==> src/gated_timer_regs.svh <==
// Purpose: Register offsets, field positions and reset values of the gated timer.
// Assumes: APB with 32-bit data, one aligned word per register.
// Notes:   Offsets are byte addresses.
`ifndef GATED_TIMER_REGS_SVH
`define GATED_TIMER_REGS_SVH
`define OFS_COUNT_LOW     12'h000
`define OFS_COUNT_HIGH    12'h004
`define OFS_CONTROL       12'h008
`define OFS_STATUS        12'h00c
`define OFS_IRQ_ENABLE    12'h010
`define OFS_CAPTURE_LOW   12'h014
`define OFS_CAPTURE_HIGH  12'h018
`define OFS_COMPARE_LOW   12'h01c
`define OFS_COMPARE_HIGH  12'h020
`define OFS_OSC_PORT      12'h024
`define CTL_TIMER_ON      0
`define CTL_CLK_SEL       1
`define CTL_SYNC_DIS      2
`define CTL_OSC_EN        3
`define CTL_PRESCALE_LO   4
`define CTL_GATE_EN       6
`define CTL_GATE_INV      7
`define CTL_GATE_SRC      8
`define IEN_OVF           0
`define IEN_PERIPH        1
`define IEN_GLOBAL        2
`define CTL_RESET         9'h000
`define COUNT_MAX         16'hffff
`define COUNT_ZERO        16'h0000
`define PRESCALE_ZERO     3'h0
`define OSC_VIEW_FORCED   32'h0000_000c
`endif

==> src/gated_timer_pkg.sv <==
// Purpose: Types shared by the gated timer.
// Assumes: Nothing beyond the register header.
// Notes:   Holds the external-edge arming state.
package gated_timer_pkg;
    typedef enum logic [0:0] {
        EXT_WAIT_FALL = 1'b0,
        EXT_ARMED     = 1'b1
    } ext_arm_t;
endpackage

==> src/gated_sixteen_bit_timer.sv <==
// Purpose: 16-bit gated timer with prescaler, capture/compare time base and APB registers.
// Assumes: All inputs synchronous to ref_clk_i; the external clock is sampled.
// Notes:   The asynchronous path is modelled on samples of the external clock pin.
// Contract
// RULE1 - 16-bit counter, byte writes update immediately
// RULE2 - Clock source select picks instruction or external
// RULE3 - External rising edges increment, sync or async
// RULE4 - Falling edge needed before first counted rise
// RULE5 - Prescaler divides by one, two, four, eight
// RULE6 - Prescaler hidden, cleared on counter write
// RULE7 - Oscillator enable runs low-power crystal clock
// RULE8 - Oscillator allowed only with suitable system clock
// RULE9 - Oscillator pins read direction 1, data 0
// RULE10 - Sync disable counts unsynchronised, also in sleep
// RULE11 - Sync mode switch may gain or lose one
// RULE12 - Byte reads are valid in async mode
// RULE13 - Software stops timer before async counter writes
// RULE14 - Gate from pin or comparator when enabled
// RULE15 - Gate invert applies to either source
// RULE16 - Wrap max to zero, set overflow flag
// RULE17 - Interrupt needs on, enable, peripheral, global bits
// RULE18 - Async overflow wakes from sleep, vectors if global
// RULE19 - Counter is capture and compare time base
// RULE20 - Special trigger clears counter, no overflow flag
// RULE21 - Counter write beats special trigger
// RULE22 - Software uses sync counting with special trigger
// RULE23 - Prescale codes 00..11 give 1,2,4,8
// RULE24 - Gated count while gate matches invert polarity
// RULE25 - Counts only when timer on bit set
`timescale 1ns/10ps
`include "gated_timer_regs.svh"
module gated_sixteen_bit_timer #(
    parameter int CNT_W = 16
) (
    input  wire logic        ref_clk_i,        // System clock, 40 MHz.
    input  wire logic        reset_i,          // Synchronous reset, active high.
    input  wire logic        psel,             // APB select.
    input  wire logic        penable,          // APB access phase.
    input  wire logic        pwrite,           // APB write.
    input  wire logic [11:0] paddr,            // APB byte address.
    input  wire logic [31:0] pwdata,           // APB write data.
    output logic      [31:0] prdata,           // APB read data.
    output logic             pready,           // APB ready.
    output logic             pslverr,          // APB error on unmapped address.
    input  wire logic        instr_clk_en_i,   // Instruction clock tick, Fosc/4.
    input  wire logic        ext_clk_i,        // External count clock pin.
    input  wire logic        lp_osc_clk_i,     // Low-power crystal oscillator output.
    input  wire logic        osc_mode_ok_i,    // System clock allows the shared oscillator.
    input  wire logic        sleep_i,          // Device is asleep.
    input  wire logic        gate_pin_i,       // Gate input pin.
    input  wire logic        comp2_out_i,      // Second comparator output.
    input  wire logic        capture_evt_i,    // Capture event from the capture unit.
    input  wire logic        special_trig_i,   // Special event trigger.
    input  wire logic        osc_a_dir_i,      // Port direction latch, pin a.
    input  wire logic        osc_b_dir_i,      // Port direction latch, pin b.
    input  wire logic        osc_a_data_i,     // Port data, pin a.
    input  wire logic        osc_b_data_i,     // Port data, pin b.
    output logic             osc_run_o,        // Low-power oscillator running.
    output logic [CNT_W-1:0] count_o,          // Counter value, time base.
    output logic             compare_match_o,  // Compare pair equals counter.
    output logic             irq_o,            // Rollover interrupt request.
    output logic             wake_o,           // Wake from sleep request.
    output logic             vector_o          // Vector to service routine on wake.
);
    import gated_timer_pkg::*;

    typedef struct packed {
        logic [CNT_W-1:0] count;
        logic [2:0]       pre;
        logic [8:0]       ctl;
        logic [2:0]       ien;
        logic             ovf;
        logic [CNT_W-1:0] cap;
        logic [CNT_W-1:0] cmp;
        logic             src_d;
        ext_arm_t         arm;
        logic [31:0]      rdata;
        logic             wake;
    } state_t;

    state_t st_ff;
    state_t nxt_st;

    function automatic logic [2:0] pre_max(input logic [1:0] sel);
        case (sel) // see RULE23
            2'h0:    pre_max = 3'h0;
            2'h1:    pre_max = 3'h1;
            2'h2:    pre_max = 3'h3;
            default: pre_max = 3'h7;
        endcase
    endfunction

    logic       acc;
    logic       rd_setup;
    logic       wr;
    logic       mapped;
    logic       on;
    logic       ext_sel;
    logic       osc_en;
    logic       src;
    logic       gate_raw;
    logic       gate_ok;
    logic       tick;
    logic       pre_done;
    logic       inc;
    logic       cnt_wr;
    logic [7:0] wb;

    assign acc     = psel && penable;
    assign rd_setup = psel && !penable && !pwrite;
    assign wr      = acc && pwrite;
    assign wb      = pwdata[7:0];
    assign on      = st_ff.ctl[`CTL_TIMER_ON];
    assign ext_sel = st_ff.ctl[`CTL_CLK_SEL];                       // see RULE2
    assign osc_en  = st_ff.ctl[`CTL_OSC_EN] && osc_mode_ok_i;       // see RULE8
    assign src     = osc_en ? lp_osc_clk_i : ext_clk_i;             // see RULE7
    assign gate_raw = st_ff.ctl[`CTL_GATE_SRC] ? comp2_out_i : gate_pin_i; // see RULE14
    assign gate_ok = !st_ff.ctl[`CTL_GATE_EN] ||
                     (gate_raw == st_ff.ctl[`CTL_GATE_INV]);        // see RULE15, RULE24
    assign cnt_wr  = wr && (paddr == `OFS_COUNT_LOW || paddr == `OFS_COUNT_HIGH);
    assign mapped  = paddr inside {`OFS_COUNT_LOW, `OFS_COUNT_HIGH, `OFS_CONTROL,
                                   `OFS_STATUS, `OFS_IRQ_ENABLE, `OFS_CAPTURE_LOW,
                                   `OFS_CAPTURE_HIGH, `OFS_COMPARE_LOW,
                                   `OFS_COMPARE_HIGH, `OFS_OSC_PORT};

    // Sampled pin keeps the same edge model in both sync modes; sleep stops
    // the instruction clock so only the unsynchronised external path survives.
    always_comb begin
        if (ext_sel) begin
            tick = src && !st_ff.src_d && st_ff.arm == EXT_ARMED &&
                   (!sleep_i || st_ff.ctl[`CTL_SYNC_DIS]);  // see RULE3, RULE10, RULE11
        end else begin
            tick = instr_clk_en_i && !sleep_i;
        end
    end

    assign pre_done = st_ff.pre == pre_max(st_ff.ctl[`CTL_PRESCALE_LO +: 2]); // see RULE5
    assign inc      = on && gate_ok && tick && pre_done;            // see RULE25

    always_comb begin
        nxt_st       = st_ff;
        nxt_st.src_d = src;
        nxt_st.wake  = 1'b0;
        if (!src && st_ff.src_d) begin
            nxt_st.arm = EXT_ARMED;                                 // see RULE4
        end
        if (!on) begin
            nxt_st.arm = EXT_WAIT_FALL;                             // see RULE4
        end
        if (on && gate_ok && tick) begin
            nxt_st.pre = pre_done ? `PRESCALE_ZERO : st_ff.pre + 3'h1;
        end
        if (inc) begin
            nxt_st.count = st_ff.count + 16'h0001;
            if (st_ff.count == `COUNT_MAX) begin
                nxt_st.ovf  = 1'b1;                                 // see RULE16
                nxt_st.wake = sleep_i && st_ff.ien[`IEN_OVF] &&
                              st_ff.ien[`IEN_PERIPH];               // see RULE18
            end
        end
        if (special_trig_i) begin
            nxt_st.count = `COUNT_ZERO;                             // see RULE20
        end
        if (capture_evt_i) begin
            nxt_st.cap = st_ff.count;                               // see RULE19
        end
        // Read data is captured in the setup phase so it stands at the access edge.
        if (rd_setup) begin
            case (paddr)
                `OFS_COUNT_LOW:    nxt_st.rdata = {24'h0, st_ff.count[7:0]};  // see RULE12
                `OFS_COUNT_HIGH:   nxt_st.rdata = {24'h0, st_ff.count[15:8]};
                `OFS_CONTROL:      nxt_st.rdata = {23'h0, st_ff.ctl};
                `OFS_STATUS:       nxt_st.rdata = {31'h0, st_ff.ovf};
                `OFS_IRQ_ENABLE:   nxt_st.rdata = {29'h0, st_ff.ien};
                `OFS_CAPTURE_LOW:  nxt_st.rdata = {24'h0, st_ff.cap[7:0]};
                `OFS_CAPTURE_HIGH: nxt_st.rdata = {24'h0, st_ff.cap[15:8]};
                `OFS_COMPARE_LOW:  nxt_st.rdata = {24'h0, st_ff.cmp[7:0]};
                `OFS_COMPARE_HIGH: nxt_st.rdata = {24'h0, st_ff.cmp[15:8]};
                `OFS_OSC_PORT: begin
                    nxt_st.rdata = osc_en ? `OSC_VIEW_FORCED :        // see RULE9
                        {28'h0, osc_b_dir_i, osc_a_dir_i, osc_b_data_i, osc_a_data_i};
                end
                default:           nxt_st.rdata = 32'h0;
            endcase
        end
        if (wr) begin
            case (paddr)
                `OFS_COUNT_LOW:    nxt_st.count[7:0]  = wb;         // see RULE1, RULE21
                `OFS_COUNT_HIGH:   nxt_st.count[15:8] = wb;         // see RULE1, RULE21
                `OFS_CONTROL:      nxt_st.ctl = pwdata[8:0];
                `OFS_STATUS:       nxt_st.ovf = pwdata[0] && nxt_st.ovf;
                `OFS_IRQ_ENABLE:   nxt_st.ien = pwdata[2:0];
                `OFS_COMPARE_LOW:  nxt_st.cmp[7:0]  = wb;
                `OFS_COMPARE_HIGH: nxt_st.cmp[15:8] = wb;
                default:           ;
            endcase
        end
        // A status write of zero clears the flag unless a rollover sets it now.
        if (wr && paddr == `OFS_STATUS && inc && st_ff.count == `COUNT_MAX) begin
            nxt_st.ovf = 1'b1;
        end
        if (cnt_wr) begin
            nxt_st.pre = `PRESCALE_ZERO;                            // see RULE6
            nxt_st.arm = EXT_WAIT_FALL;                             // see RULE4
        end
    end

    always_ff @(posedge ref_clk_i) begin
        if (reset_i) begin
            st_ff <= '{count: `COUNT_ZERO, pre: `PRESCALE_ZERO, ctl: `CTL_RESET,
                       ien: 3'h0, ovf: 1'b0, cap: `COUNT_ZERO, cmp: `COUNT_ZERO,
                       src_d: 1'b0, arm: EXT_WAIT_FALL, rdata: 32'h0, wake: 1'b0};
        end else begin
            st_ff <= nxt_st;
        end
    end

    assign prdata          = st_ff.rdata;
    assign pready          = 1'b1;
    assign pslverr         = acc && !mapped;
    assign count_o         = st_ff.count;
    assign compare_match_o = st_ff.cmp == st_ff.count;               // see RULE19
    assign osc_run_o       = osc_en;
    assign irq_o           = st_ff.ovf && on && (&st_ff.ien);         // see RULE17
    assign wake_o          = st_ff.wake;
    assign vector_o        = st_ff.wake && st_ff.ien[`IEN_GLOBAL];   // see RULE18
endmodule

==> config.mk <==
export PLATFORM = sky130hd
export DESIGN_NAME = gated_sixteen_bit_timer
export DESIGN_NICKNAME = d
export VERILOG_FILES = /design/src/gated_timer_pkg.sv /design/src/gated_sixteen_bit_timer.sv
export VERILOG_INCLUDE_DIRS = /design/src
export SDC_FILE = /design/constraint.sdc
export NUM_CORES = 1
export LEC_CHECK = 0
export ABC_AREA = 1
export BUFFER_PORTS_ARGS = -buffer_cell sky130_fd_sc_hd__clkbuf_2
export CORE_UTILIZATION = 55
export CTS_BUF_LIST = sky130_fd_sc_hd__clkbuf_16
export CTS_CLUSTER_SIZE = 8
export DETAILED_ROUTE_END_ITERATION = 6
export PLACE_DENSITY = 0.93
export SLEW_MARGIN = 20
export SYNTH_ARGS = -nofsm -noshare
export SYNTH_HDL_FRONTEND = slang
export SYNTH_SLANG_ARGS = --single-unit
==> constraint.sdc <==
create_clock -name ref_clk_i -period 2.1 [get_ports ref_clk_i]
set_input_delay 0.105 -clock ref_clk_i [delete_from_list [all_inputs] [get_ports ref_clk_i]]
set_output_delay 0.105 -clock ref_clk_i [all_outputs]
set_load 0.005 [all_outputs]
==> impl_results.md, run 1 <==
* Kind of start point of the critical path: flop
* Max Cap Viol at 0
* Fillers at 806
* I/O Pins at 117
* CTS tree: done
* CTS sink cnt at 76
* Post-Layout Cell Count at 909
* Initial Util at 56.6%
* Post-route ant nets at 0
* CTS root buffer: clkbuf_16
* Comb power frac at 6.4%
* Sequential share of the synthesized area at 30.8%
* Worst path slowest cell: dfxtp_1
* Area Growth Syn to Fin at 9.04%
* H-tree levels at 3
* Power per standard cell area at 582 nW/µm²
* Gpl congestion at 0.972
* RR Startpoint: count_o[3]
* Design Area, Final at 5390 µm²
* Worst Max-Slew Pin Slew at 0.580 ns
* Min Tclk post-route at 1.98 ns
* Avg Inst Size Synth at 6.53 µm²
* Diode count at 0
* Ys flop type: dfxtp_1
* Sw power at 0.723 mW
* FP Rows at 34
* Area of the multi-input gates at 2670 µm²
* PortBufs at 69
* Switching share of power at 23.1%
* Leak pwr at 2.25 nW
* GR Overflow Total at 0
* Worst Hold End: wake_o
* Overall Global Routing Usage at 30.4%
* Cells along the critical path: inv_1 > nand2_1 > nand4_1 > nor3_1 > nor3b_1 > clkbuf_2
* Cell area after synthesis at 4940 µm²
* DRT iter0 DRCs at 548
* Internal power at 2.41 mW
* CTS Buffer Depth at 2
* Die Span Y at 96.8 µm
* Critical Path AT at 1.87 ns
* Via count at 5,125
* Wire length per cell at 15.5 µm
* TritonCTS buffer count at 9
* RSZ-0062 raised after global routing: no
* Initial antenna violation count at 0
* Fraction of final layout cells sized beyond drive strength 1 at 17.1%
* Max-slew headroom at 61.3%
* IR drop worst, VDD at 0.447 mV
* Ys async rst share at 0%
* Post-synth EDFFs at 0
* Pwr Total at 3.13 mW
* Crit Path Class: reg2out
* Final #Nets at 862
* First-pass GRT wire length at 22,800 µm
* Final setup violation count at 0
* Vias/cell at 5.64
* Status: complete, no violations
* Seq pwr share at 46.8%
* Post-CTS sizing at 0
* Cell count after synthesis at 756
* Setup slack, reg-to-reg at 0.31 ns
* FF-to-FF path depth at 6
* Pins Over Slew Limit at 0
* Hpwl dp at 10,100 µm
* Register bit total from synthesis at 76
* Die Area at 9360 µm²
* Setup Skew at 0.00565 ns
* Post-route clock period utilization at 94.2%
* Unique masters post-synth at 37
* Leading cell type in the layout, fill and taps excluded: nand2_1
* TNS Setup at 0 ns
* Crit Path Max Fanout at 7
* Total Routed Length at 14,100 µm
* Worst path required time at 2.00 ns
* Register area at 1520 µm²
* CP endpoint kind: output port
* Clock power frac at 46.8%
* WHS Path Cells at 3
* R2r endpoint: wake_o
* DP Area at 5110 µm²
* Vias in the first global route at 4,724
* Hold_buf cts at 0
* Placed cells at 895
* Highest-count cells in the layout ignoring fill and taps: 140 x nand2_1, 109 x nand3_1, 82 x inv_1, 76 x dfxtp_1, 69 x clkbuf_2
* Hold WC Path Type: in2reg
* Maximum operating frequency at 505 MHz
* Hold Vio Cnt, Final at 0
* Worst-Skew Late Latency at 0.34 ns
* Slowest cell delay on critical path at 0.52 ns
* Syn. warnings at 0
* Largest net degree at the start of global routing at 33
* Core area at 8720 µm²
* Drt pass-1 iters at 6
* Hold Startpoint: sleep_i
* DRC at 0
* Clock-pin slew on the worst setup and hold paths at 0.06 ns
* Die width at 96.8 µm
* Setup Fix Bufs, Post-CTS at 0
[sequential cells by signal (all words and copies together) (netlist names)]
name and flops:
on 1, wake_o 1, prdata 9, st_ff 48, ext_sel 1, count_o 16
[how the worst max path moves through the flow]
stage	from	endpoint	slack, ns
4_1_cts	count_o[9]	compare_match_o	0.19
6_report	count_o[9]	compare_match_o	0.12
2_1_floorplan	count_o[0]	count_o[8]	0.60
5_1_grt	count_o[9]	compare_match_o	0.08
3_5_place_dp	paddr[11]	st_ff[47]	0.37
3_3_place_gp	paddr[11]	st_ff[47]	0.41
[synthesized netlist by cell type (6+ instances only)]
| library cell | number | area share [%] |
|---|---|---|
| nand2_1 | 140 | 11 |
| nand3_1 | 109 | 11 |
| inv_1 | 81 | 6.2 |
| dfxtp_1 | 76 | 31 |
| nor2_1 | 63 | 4.8 |
| a21oi_1 | 61 | 6.2 |
| buf_4 | 52 | 7.9 |
| o21ai_0 | 51 | 5.2 |
| nand4_1 | 15 | 1.9 |
| xnor2_1 | 14 | 2.5 |
| clkbuf_1 | 11 | 0.84 |
| buf_2 | 9 | 0.91 |
| nand2_2 | 9 | 1.1 |
| inv_2 | 8 | 0.61 |
| nor2_2 | 8 | 1.0 |
| o21ai_1 | 6 | 0.61 |
| xor2_1 | 6 | 1.1 |
[cells by family (layout without fill, tap and decap cells)]
| family | Yosys count | count (layout) | share of synthesized area [%] |
|---|---|---|---|
| fa+ha+maj | 2 | 2 | 0.507 |
| xor+xnor | 20 | 20 | 3.55 |
| compound gates | 128 | 128 | 13.8 |
| simple gates | 363 | 363 | 34.3 |
| other cells | 2 | 24 | 0.152 |
| flops | 76 | 76 | 30.8 |
| buf+inv | 165 | 188 | 16.9 |
[worst max-delay path, delay by kind of cell (launching register included)]
kind          cells  cell delay [ns]
simple gates      4             0.67
flops             1             0.52
buf+inv           2             0.34
[layer usage]
| metal | GRT usage [%] | vias up | part of all wire, % |
|---|---|---|---|
| met5 | 0 | - | 0 |
| met4 | 19.3 | 0 | 5.5 |
| li1 | - | 2467 | - |
| met2 | 46.5 | 315 | 44 |
| met1 | 37.7 | 2271 | 40 |
| met3 | 8.24 | 72 | 11 |
[power by group through the flow]
stage          clock network [mW]  registers [mW]  logic, mW
2_1_floorplan                   0            1.50      0.139
3_3_place_gp                    0            1.50      0.191
3_5_place_dp                    0            1.50      0.193
4_1_cts                      1.46            1.47      0.194
5_1_grt                      1.54            1.47      0.216
6_report                     1.47            1.47      0.199
[layout make-up]
class	instances	area share, %
Timing Repair Buffer	83	8.36
Sequential cell	76	28.2
Multi-Input combinational cell	537	49.5
Clock inverter	5	0.859
Tap cell	108	2.51
Inverter	91	6.34
Clock buffer	9	4.18
[metrics by stage]
stage	util [%]	setup slack, ns	hold slack (ns)
floorplan	-	0.603	0.240
global placement	58.7	0.414	0.372
detailed placement	58.7	0.373	0.369
CTS	61.8	0.189	0.0277
global route	61.8	0.0847	0.0391
finish	61.8	0.122	0.0289
No activity file was read; power rests on OpenSTA's default activity.
==> inputs of run 2 (changes only) <==
--- a/config.mk
+++ b/config.mk
@@ -13,6 +13,7 @@
 export CTS_CLUSTER_SIZE = 8
 export DETAILED_ROUTE_END_ITERATION = 6
 export PLACE_DENSITY = 0.93
+export RECOVER_POWER = 25
 export SLEW_MARGIN = 20
 export SYNTH_ARGS = -nofsm -noshare
 export SYNTH_HDL_FRONTEND = slang
==> constraint.sdc (replaced) <==
create_clock -name ref_clk_i -period 2.2 [get_ports ref_clk_i]
set_input_delay 0.11 -clock ref_clk_i [delete_from_list [all_inputs] [get_ports ref_clk_i]]
set_output_delay 0.11 -clock ref_clk_i [all_outputs]
set_load 0.005 [all_outputs]
==> run 2 against run 1 <==
Effect of this change: design area is 1.3% lower; largest power group unchanged; critical path depth unchanged; sequential power is 5% lower; critical endpoint unchanged; power is 6.9% lower; largest cell class unchanged; non-clock buffer count fell by 4.
==> impl_results.md, run 2 (synthesis gave the netlist of run 1 again) <==
* Post-place setup slack at 0.464 ns (+0.0915 ns)
* Register area at 1520 µm² (unchanged)
* Vias/cell at 5.74 (+1.7%)
* Worst Max-Slew Pin Slew at 0.986 ns (+0.406 ns)
* CTS tree: done
* TNS Setup at 0 ns (unchanged)
* Fillers at 817 (+1.4%)
* Design Area, Final at 5320 µm² (-1.3%)
* CTS sink cnt at 76 (unchanged)
* CP endpoint kind: output port
* Core area at 8720 µm² (unchanged)
* Overall Global Routing Usage at 30.3% (-0.12 points)
* CTS Buffer Depth at 2 (unchanged)
* Kind of start point of the critical path: flop
* Crit Path Class: reg2out
* Max Cap Viol at 0 (unchanged)
* DRC at 0 (unchanged)
* Setup Skew at 0.00844 ns (+0.00279 ns)
* Die width at 96.8 µm (unchanged)
* FP Rows at 34 (unchanged)
* Area Growth Syn to Fin at 7.65%
* Final #Nets at 858 (-0.46%)
* TritonCTS buffer count at 9 (unchanged)
* Initial antenna violation count at 0 (unchanged)
* Post-route clock period utilization at 89.8%
* Largest Register: st_ff
* Hold Vio Cnt, Final at 0 (unchanged)
* Wire length per cell at 15.7 µm (+1.7%)
* Fraction of final layout cells sized beyond drive strength 1 at 15.9% (-1.2 points)
* Area of the multi-input gates at 2650 µm² (-0.47%)
* I/O Pins at 117 (unchanged)
* Largest net degree at the start of global routing at 33 (unchanged)
* Hold_buf cts at 0 (unchanged)
* Gpl congestion at 0.941 (-3.1%)
* Pwr Total at 2.92 mW (-6.9%)
* Total Routed Length at 14,300 µm (+1.3%)
* Highest-count cells in the layout ignoring fill and taps: 142 x nand2_1, 109 x nand3_1, 82 x inv_1, 76 x dfxtp_1, 68 x clkbuf_2
* CTS root buffer: clkbuf_16
* H-tree levels at 3 (unchanged)
* IR drop worst, VDD at 0.385 mV (-14%)
* Post-CTS sizing at 0 (unchanged)
* Max-slew headroom at 34.3% (-27 points)
* Initial Util at 56.6% (unchanged)
* Crit Path Max Fanout at 7 (unchanged)
* Hold WC Path Type: in2reg
* Final setup violation count at 0 (unchanged)
* First-pass GRT wire length at 22,700 µm (-0.51%)
* Min Tclk post-route at 1.98 ns
* Hpwl dp at 9980 µm (-1.4%)
* Maximum operating frequency at 506 MHz
* Post-route ant nets at 0 (unchanged)
* Leading cell type in the layout, fill and taps excluded: nand2_1
* Status: complete, no violations
* Critical Path AT at 1.87 ns (about the same)
* Via count at 5,196 (+1.4%)
* Drt pass-1 iters at 6 (unchanged)
* Worst path required time at 2.09 ns (+0.09 ns)
* Setup Fix Bufs, Post-CTS at 0 (unchanged)
* DP Area at 5080 µm² (-0.59%)
* Die Span Y at 96.8 µm (unchanged)
* Die Area at 9360 µm² (unchanged)
* Worst-Skew Late Latency at 0.34 ns (about the same)
* Setup slack after layout at 0.224 ns (+0.102 ns)
* DRT iter0 DRCs at 503 (-8.2%)
* GR Overflow Total at 0 (unchanged)
* Leak pwr at 2.20 nW (-2.1%)
* Power per standard cell area at 549 nW/µm² (-5.7%)
* Diode count at 0 (unchanged)
* Hold slack at 0.0386 ns (+0.00968 ns)
* Number of flip-flops in the largest register at 48 (unchanged)
* Pins Over Slew Limit at 0 (unchanged)
* Vias in the first global route at 4,716 (-0.17%)
* Clock-pin slew on the worst setup and hold paths at 0.06 ns (about the same)
* RSZ-0062 raised after global routing: no
* PortBufs at 69 (unchanged)
-- run 2: worst max-delay path, cell delays in order, from the launching register on --
cell,delay [ns]
dfxtp_1,0.55
inv_1,0.22
nand2_1,0.10
nand4_1,0.09
nor3_1,0.20
nor3b_1,0.22
clkbuf_2,0.15
-- run 2: per-stage QoR --
| step | util (%) | cells |
|---|---|---|
| 2_1_floorplan | - | 778 |
| 3_3_place_gp | 58.3 | 891 |
| 3_5_place_dp | 58.3 | 891 |
| 4_1_cts | 61.3 | 906 |
| 5_1_grt | 61.0 | 906 |
| 6_report | 61.0 | 906 |
-- run 2: final timing paths --
kind                          end        from  cells after the start  slack (ns)
setup / recovery  compare_match_o  count_o[9]                      6        0.22
hold / removal             wake_o     sleep_i                      3        0.04
setup reg to reg           wake_o  count_o[3]                      6        0.34
hold reg to reg         prdata[0]   prdata[0]                      2        0.47
-- run 2: cell type report --
| class | instances | area share, % |
|---|---|---|
| inverters | 91 | 6.42 |
| flip-flops and latches | 76 | 28.6 |
| clock buffers | 9 | 4.24 |
| multi-input cells | 537 | 49.9 |
| repair buffers | 79 | 7.67 |
| well taps | 108 | 2.54 |
| clock inverters | 6 | 0.612 |
-- run 2: metal layers --
metal / GRT usage, % / wire length, µm
met1: 38.5 / 5510
met2: 47.4 / 6230
met3: 6.79 / 1610
met4: 16.8 / 905
met5: 0 / 0
-- run 2: where the power goes --
group / leakage (nW) / switching [mW] / internal, mW
registers: 0.615 / 0.00759 / 1.39
logic: 1.46 / 0.132 / 0.0539
clock network: 0.128 / 0.584 / 0.747
==> inputs of run 3 (changes only) <==
==> constraint.sdc (replaced) <==
create_clock -name ref_clk_i -period 1.9 [get_ports ref_clk_i]
set_input_delay 0.095 -clock ref_clk_i [delete_from_list [all_inputs] [get_ports ref_clk_i]]
set_output_delay 0.095 -clock ref_clk_i [all_outputs]
set_load 0.005 [all_outputs]
==> run 3 against run 2 <==
Effect of this change: largest power group unchanged; final cell count is 1.2% higher; via count is 1.7% lower; largest cell class unchanged; sequential power rose by 16%; combinational power increased by 18%; setup slack got worse by 0.15 ns; register-to-register slack worse by 0.17 ns.
==> impl_results.md, run 3 (synthesis gave the netlist of run 1 again) <==
* Status: complete, no violations
* Crit Path Class: reg2out
* Max-slew headroom at 15.7% (-19 points)
* Power per standard cell area at 634 nW/µm² (+16%)
* Setup Skew at 0.00792 ns (-0.000527 ns)
* CTS tree: done
* Area Growth Syn to Fin at 9.52%
* Maximum operating frequency at 548 MHz
* First-pass GRT wire length at 22,400 µm (-1.2%)
* Max Cap Viol at 0 (unchanged)
* Post-place setup slack at 0.260 ns (-0.205 ns)
* CTS root buffer: clkbuf_16
* GR Overflow Total at 0 (unchanged)
* Highest-count cells in the layout ignoring fill and taps: 140 x nand2_1, 109 x nand3_1, 81 x inv_1, 72 x dfxtp_1, 65 x clkbuf_2
* Hpwl dp at 10,300 µm (+3.1%)
* Seq pwr share at 47.3% (-0.7 points)
* Worst-Skew Late Latency at 0.34 ns (about the same)
* Leading cell type in the layout, fill and taps excluded: nand2_1
* TritonCTS buffer count at 9 (unchanged)
* Initial antenna violation count at 0 (unchanged)
* Gpl congestion at 0.974 (+3.5%)
* R2r endpoint: wake_o
* Fraction of final layout cells sized beyond drive strength 1 at 17.7% (+1.8 points)
* Clock-pin slew on the worst setup and hold paths at 0.06 ns (about the same)
* I/O Pins at 117 (unchanged)
* Vias/cell at 5.57 (-2.9%)
* Total Routed Length at 14,200 µm (-0.23%)
* Internal power at 2.56 mW (+17%)
* DRT iter0 DRCs at 509 (+1.2%)
* Largest Register: st_ff
* Crit Path Max Fanout at 5 (-2)
* Worst path required time at 1.80 ns (-0.29 ns)
* Setup Fix Bufs, Post-CTS at 0 (unchanged)
* PortBufs at 69 (unchanged)
* Largest net degree at the start of global routing at 33 (unchanged)
* Cells along the critical path: buf_4 > inv_1 > nand2_1 > nand4_1 > nor3_1 > nor3b_1 > clkbuf_2
* Leak pwr at 2.25 nW (+2.2%)
* DRC at 0 (unchanged)
* Hold Vio Cnt, Final at 0 (unchanged)
* Sw power at 0.865 mW (+20%)
* Hold slack at 0.0189 ns (-0.0197 ns)
* Pins Over Slew Limit at 0 (unchanged)
* Family with the most delay on the worst path: simple AND/OR/NAND/NOR gates
* Die Area at 9360 µm² (unchanged)
* Die Span Y at 96.8 µm (unchanged)
* Number of flip-flops in the largest register at 48 (unchanged)
* Comb power frac at 6.4% (about the same)
* Min Tclk post-route at 1.82 ns
* Worst Hold End: wake_o
* Clock power frac at 46.3% (+0.7 points)
* Slowest cell delay on critical path at 0.33 ns (-0.22 ns)
* H-tree levels at 3 (unchanged)
* Worst Max-Slew Pin Slew at 1.26 ns (+0.279 ns)
* Post-route ant nets at 0 (unchanged)
* Via count at 5,106 (-1.7%)
* Fillers at 825 (+0.98%)
* CP endpoint kind: output port
* Hold WC Path Type: in2reg
* Initial Util at 56.6% (unchanged)
* Hold Startpoint: sleep_i
* FP Rows at 34 (unchanged)
* Final #Nets at 867 (+1.0%)
* Setup slack after layout at 0.0763 ns (-0.147 ns)
* Worst path slowest cell: dfxtp_1
* Setup slack, reg-to-reg at 0.17 ns (-0.17 ns)
* CP bufs+invs at 3 (+1)
* Kind of start point of the critical path: flop
* Post-route clock period utilization at 96.0%
* RSZ-0062 raised after global routing: no
* Vias in the first global route at 4,486 (-4.9%)
* Overall Global Routing Usage at 30.3% (about the same)
* RR Startpoint: count_o[1]
* IR drop worst, VDD at 0.572 mV (+49%)
* Switching share of power at 25.2% (+0.42 points)
* TNS Setup at 0 ns (unchanged)
* FF-to-FF path depth at 7 (+1)
* Drt pass-1 iters at 5 (-1)
* WHS Path Cells at 3 (unchanged)
* Wire length per cell at 15.5 µm (-1.4%)
* Pwr Total at 3.43 mW (+18%)
* CTS Buffer Depth at 2 (unchanged)
* Critical Path AT at 1.73 ns (-0.14 ns)
* Die width at 96.8 µm (unchanged)
* Core area at 8720 µm² (unchanged)
* Final setup violation count at 0 (unchanged)
* CTS sink cnt at 76 (unchanged)
run 3: changes by cell type in the layout (fill, tap and decap cells not counted):
cell,previous run,this run
dfxtp_2,0,4
inv_6,1,2
inv_1,82,81
clkinv_1,4,2
nand2_1,142,140
diode_2,0,1
nand2_2,7,9
dfxtp_1,76,72
buf_4,7,16
clkinv_2,1,3
clkbuf_2,68,65
clkinv_4,0,1
clkbuf_1,4,7
run 3: cell type report:
class / count / area (µm²) / share of cell area, %
clock buffer: 9 / 225 / 4.16
timing repair buffer: 88 / 472 / 8.72
clock inverter: 7 / 48.8 / 0.902
tap: 108 / 135 / 2.50
inverter: 91 / 342 / 6.31
multi-input combinational: 537 / 2660 / 49.1
antenna: 1 / 2.50 / 0.0463
sequential: 76 / 1530 / 28.2
run 3: metal layers:
| layer | GRT usage (%) | wire (µm) | part of all wire (%) | vias to the layer above |
|---|---|---|---|---|
| met5 | 0 | 0 | 0 | - |
| met4 | 17.0 | 618 | 4.3 | 0 |
| met3 | 7.37 | 1500 | 11 | 46 |
| met2 | 46.5 | 6390 | 45 | 305 |
| met1 | 38.9 | 5720 | 40 | 2270 |
| li1 | - | - | - | 2485 |
run 3: power by group through the flow:
stage	clock (mW)	combinational, mW	sequential (mW)
2_1_floorplan	0	0.154	1.65
3_3_place_gp	0	0.210	1.66
3_5_place_dp	0	0.214	1.66
4_1_cts	1.59	0.215	1.62
5_1_grt	1.68	0.238	1.62
6_report	1.59	0.220	1.62
run 3: repair_timing:
action,in CTS,in global routing
endpoints found under the setup margin,1,1
gates cloned,0,0
gates resized for setup,1,3
hold buffers,0,0
run 3: stage by stage:
stage | cells | util [%] | cell area (µm²)
2_1_floorplan | 778 | - | 5020
6_report | 917 | 62.0 | 5410
3_3_place_gp | 900 | 59.1 | 5150
4_1_cts | 916 | 62.2 | 5430
5_1_grt | 916 | 62.0 | 5410
3_5_place_dp | 900 | 59.1 | 5150
run 3: worst max path at each step:
stage                     startpoint              end  slack (ns)  cells past startpoint
after floorplan           count_o[0]       count_o[8]        0.40                      8
after global placement    count_o[1]           wake_o        0.26                      7
after detailed placement   st_ff[74]       count_o[5]        0.26                     11
after CTS                 count_o[9]  compare_match_o        0.02                      6
after global routing      count_o[1]  compare_match_o       0.007                      7
final                     count_o[1]  compare_match_o        0.08                      7
run 3: worst min-delay path, cell delays in order:
cell	delay, ns
clkbuf_2	0.09
nand3_1	0.08
nor2_1	0.05
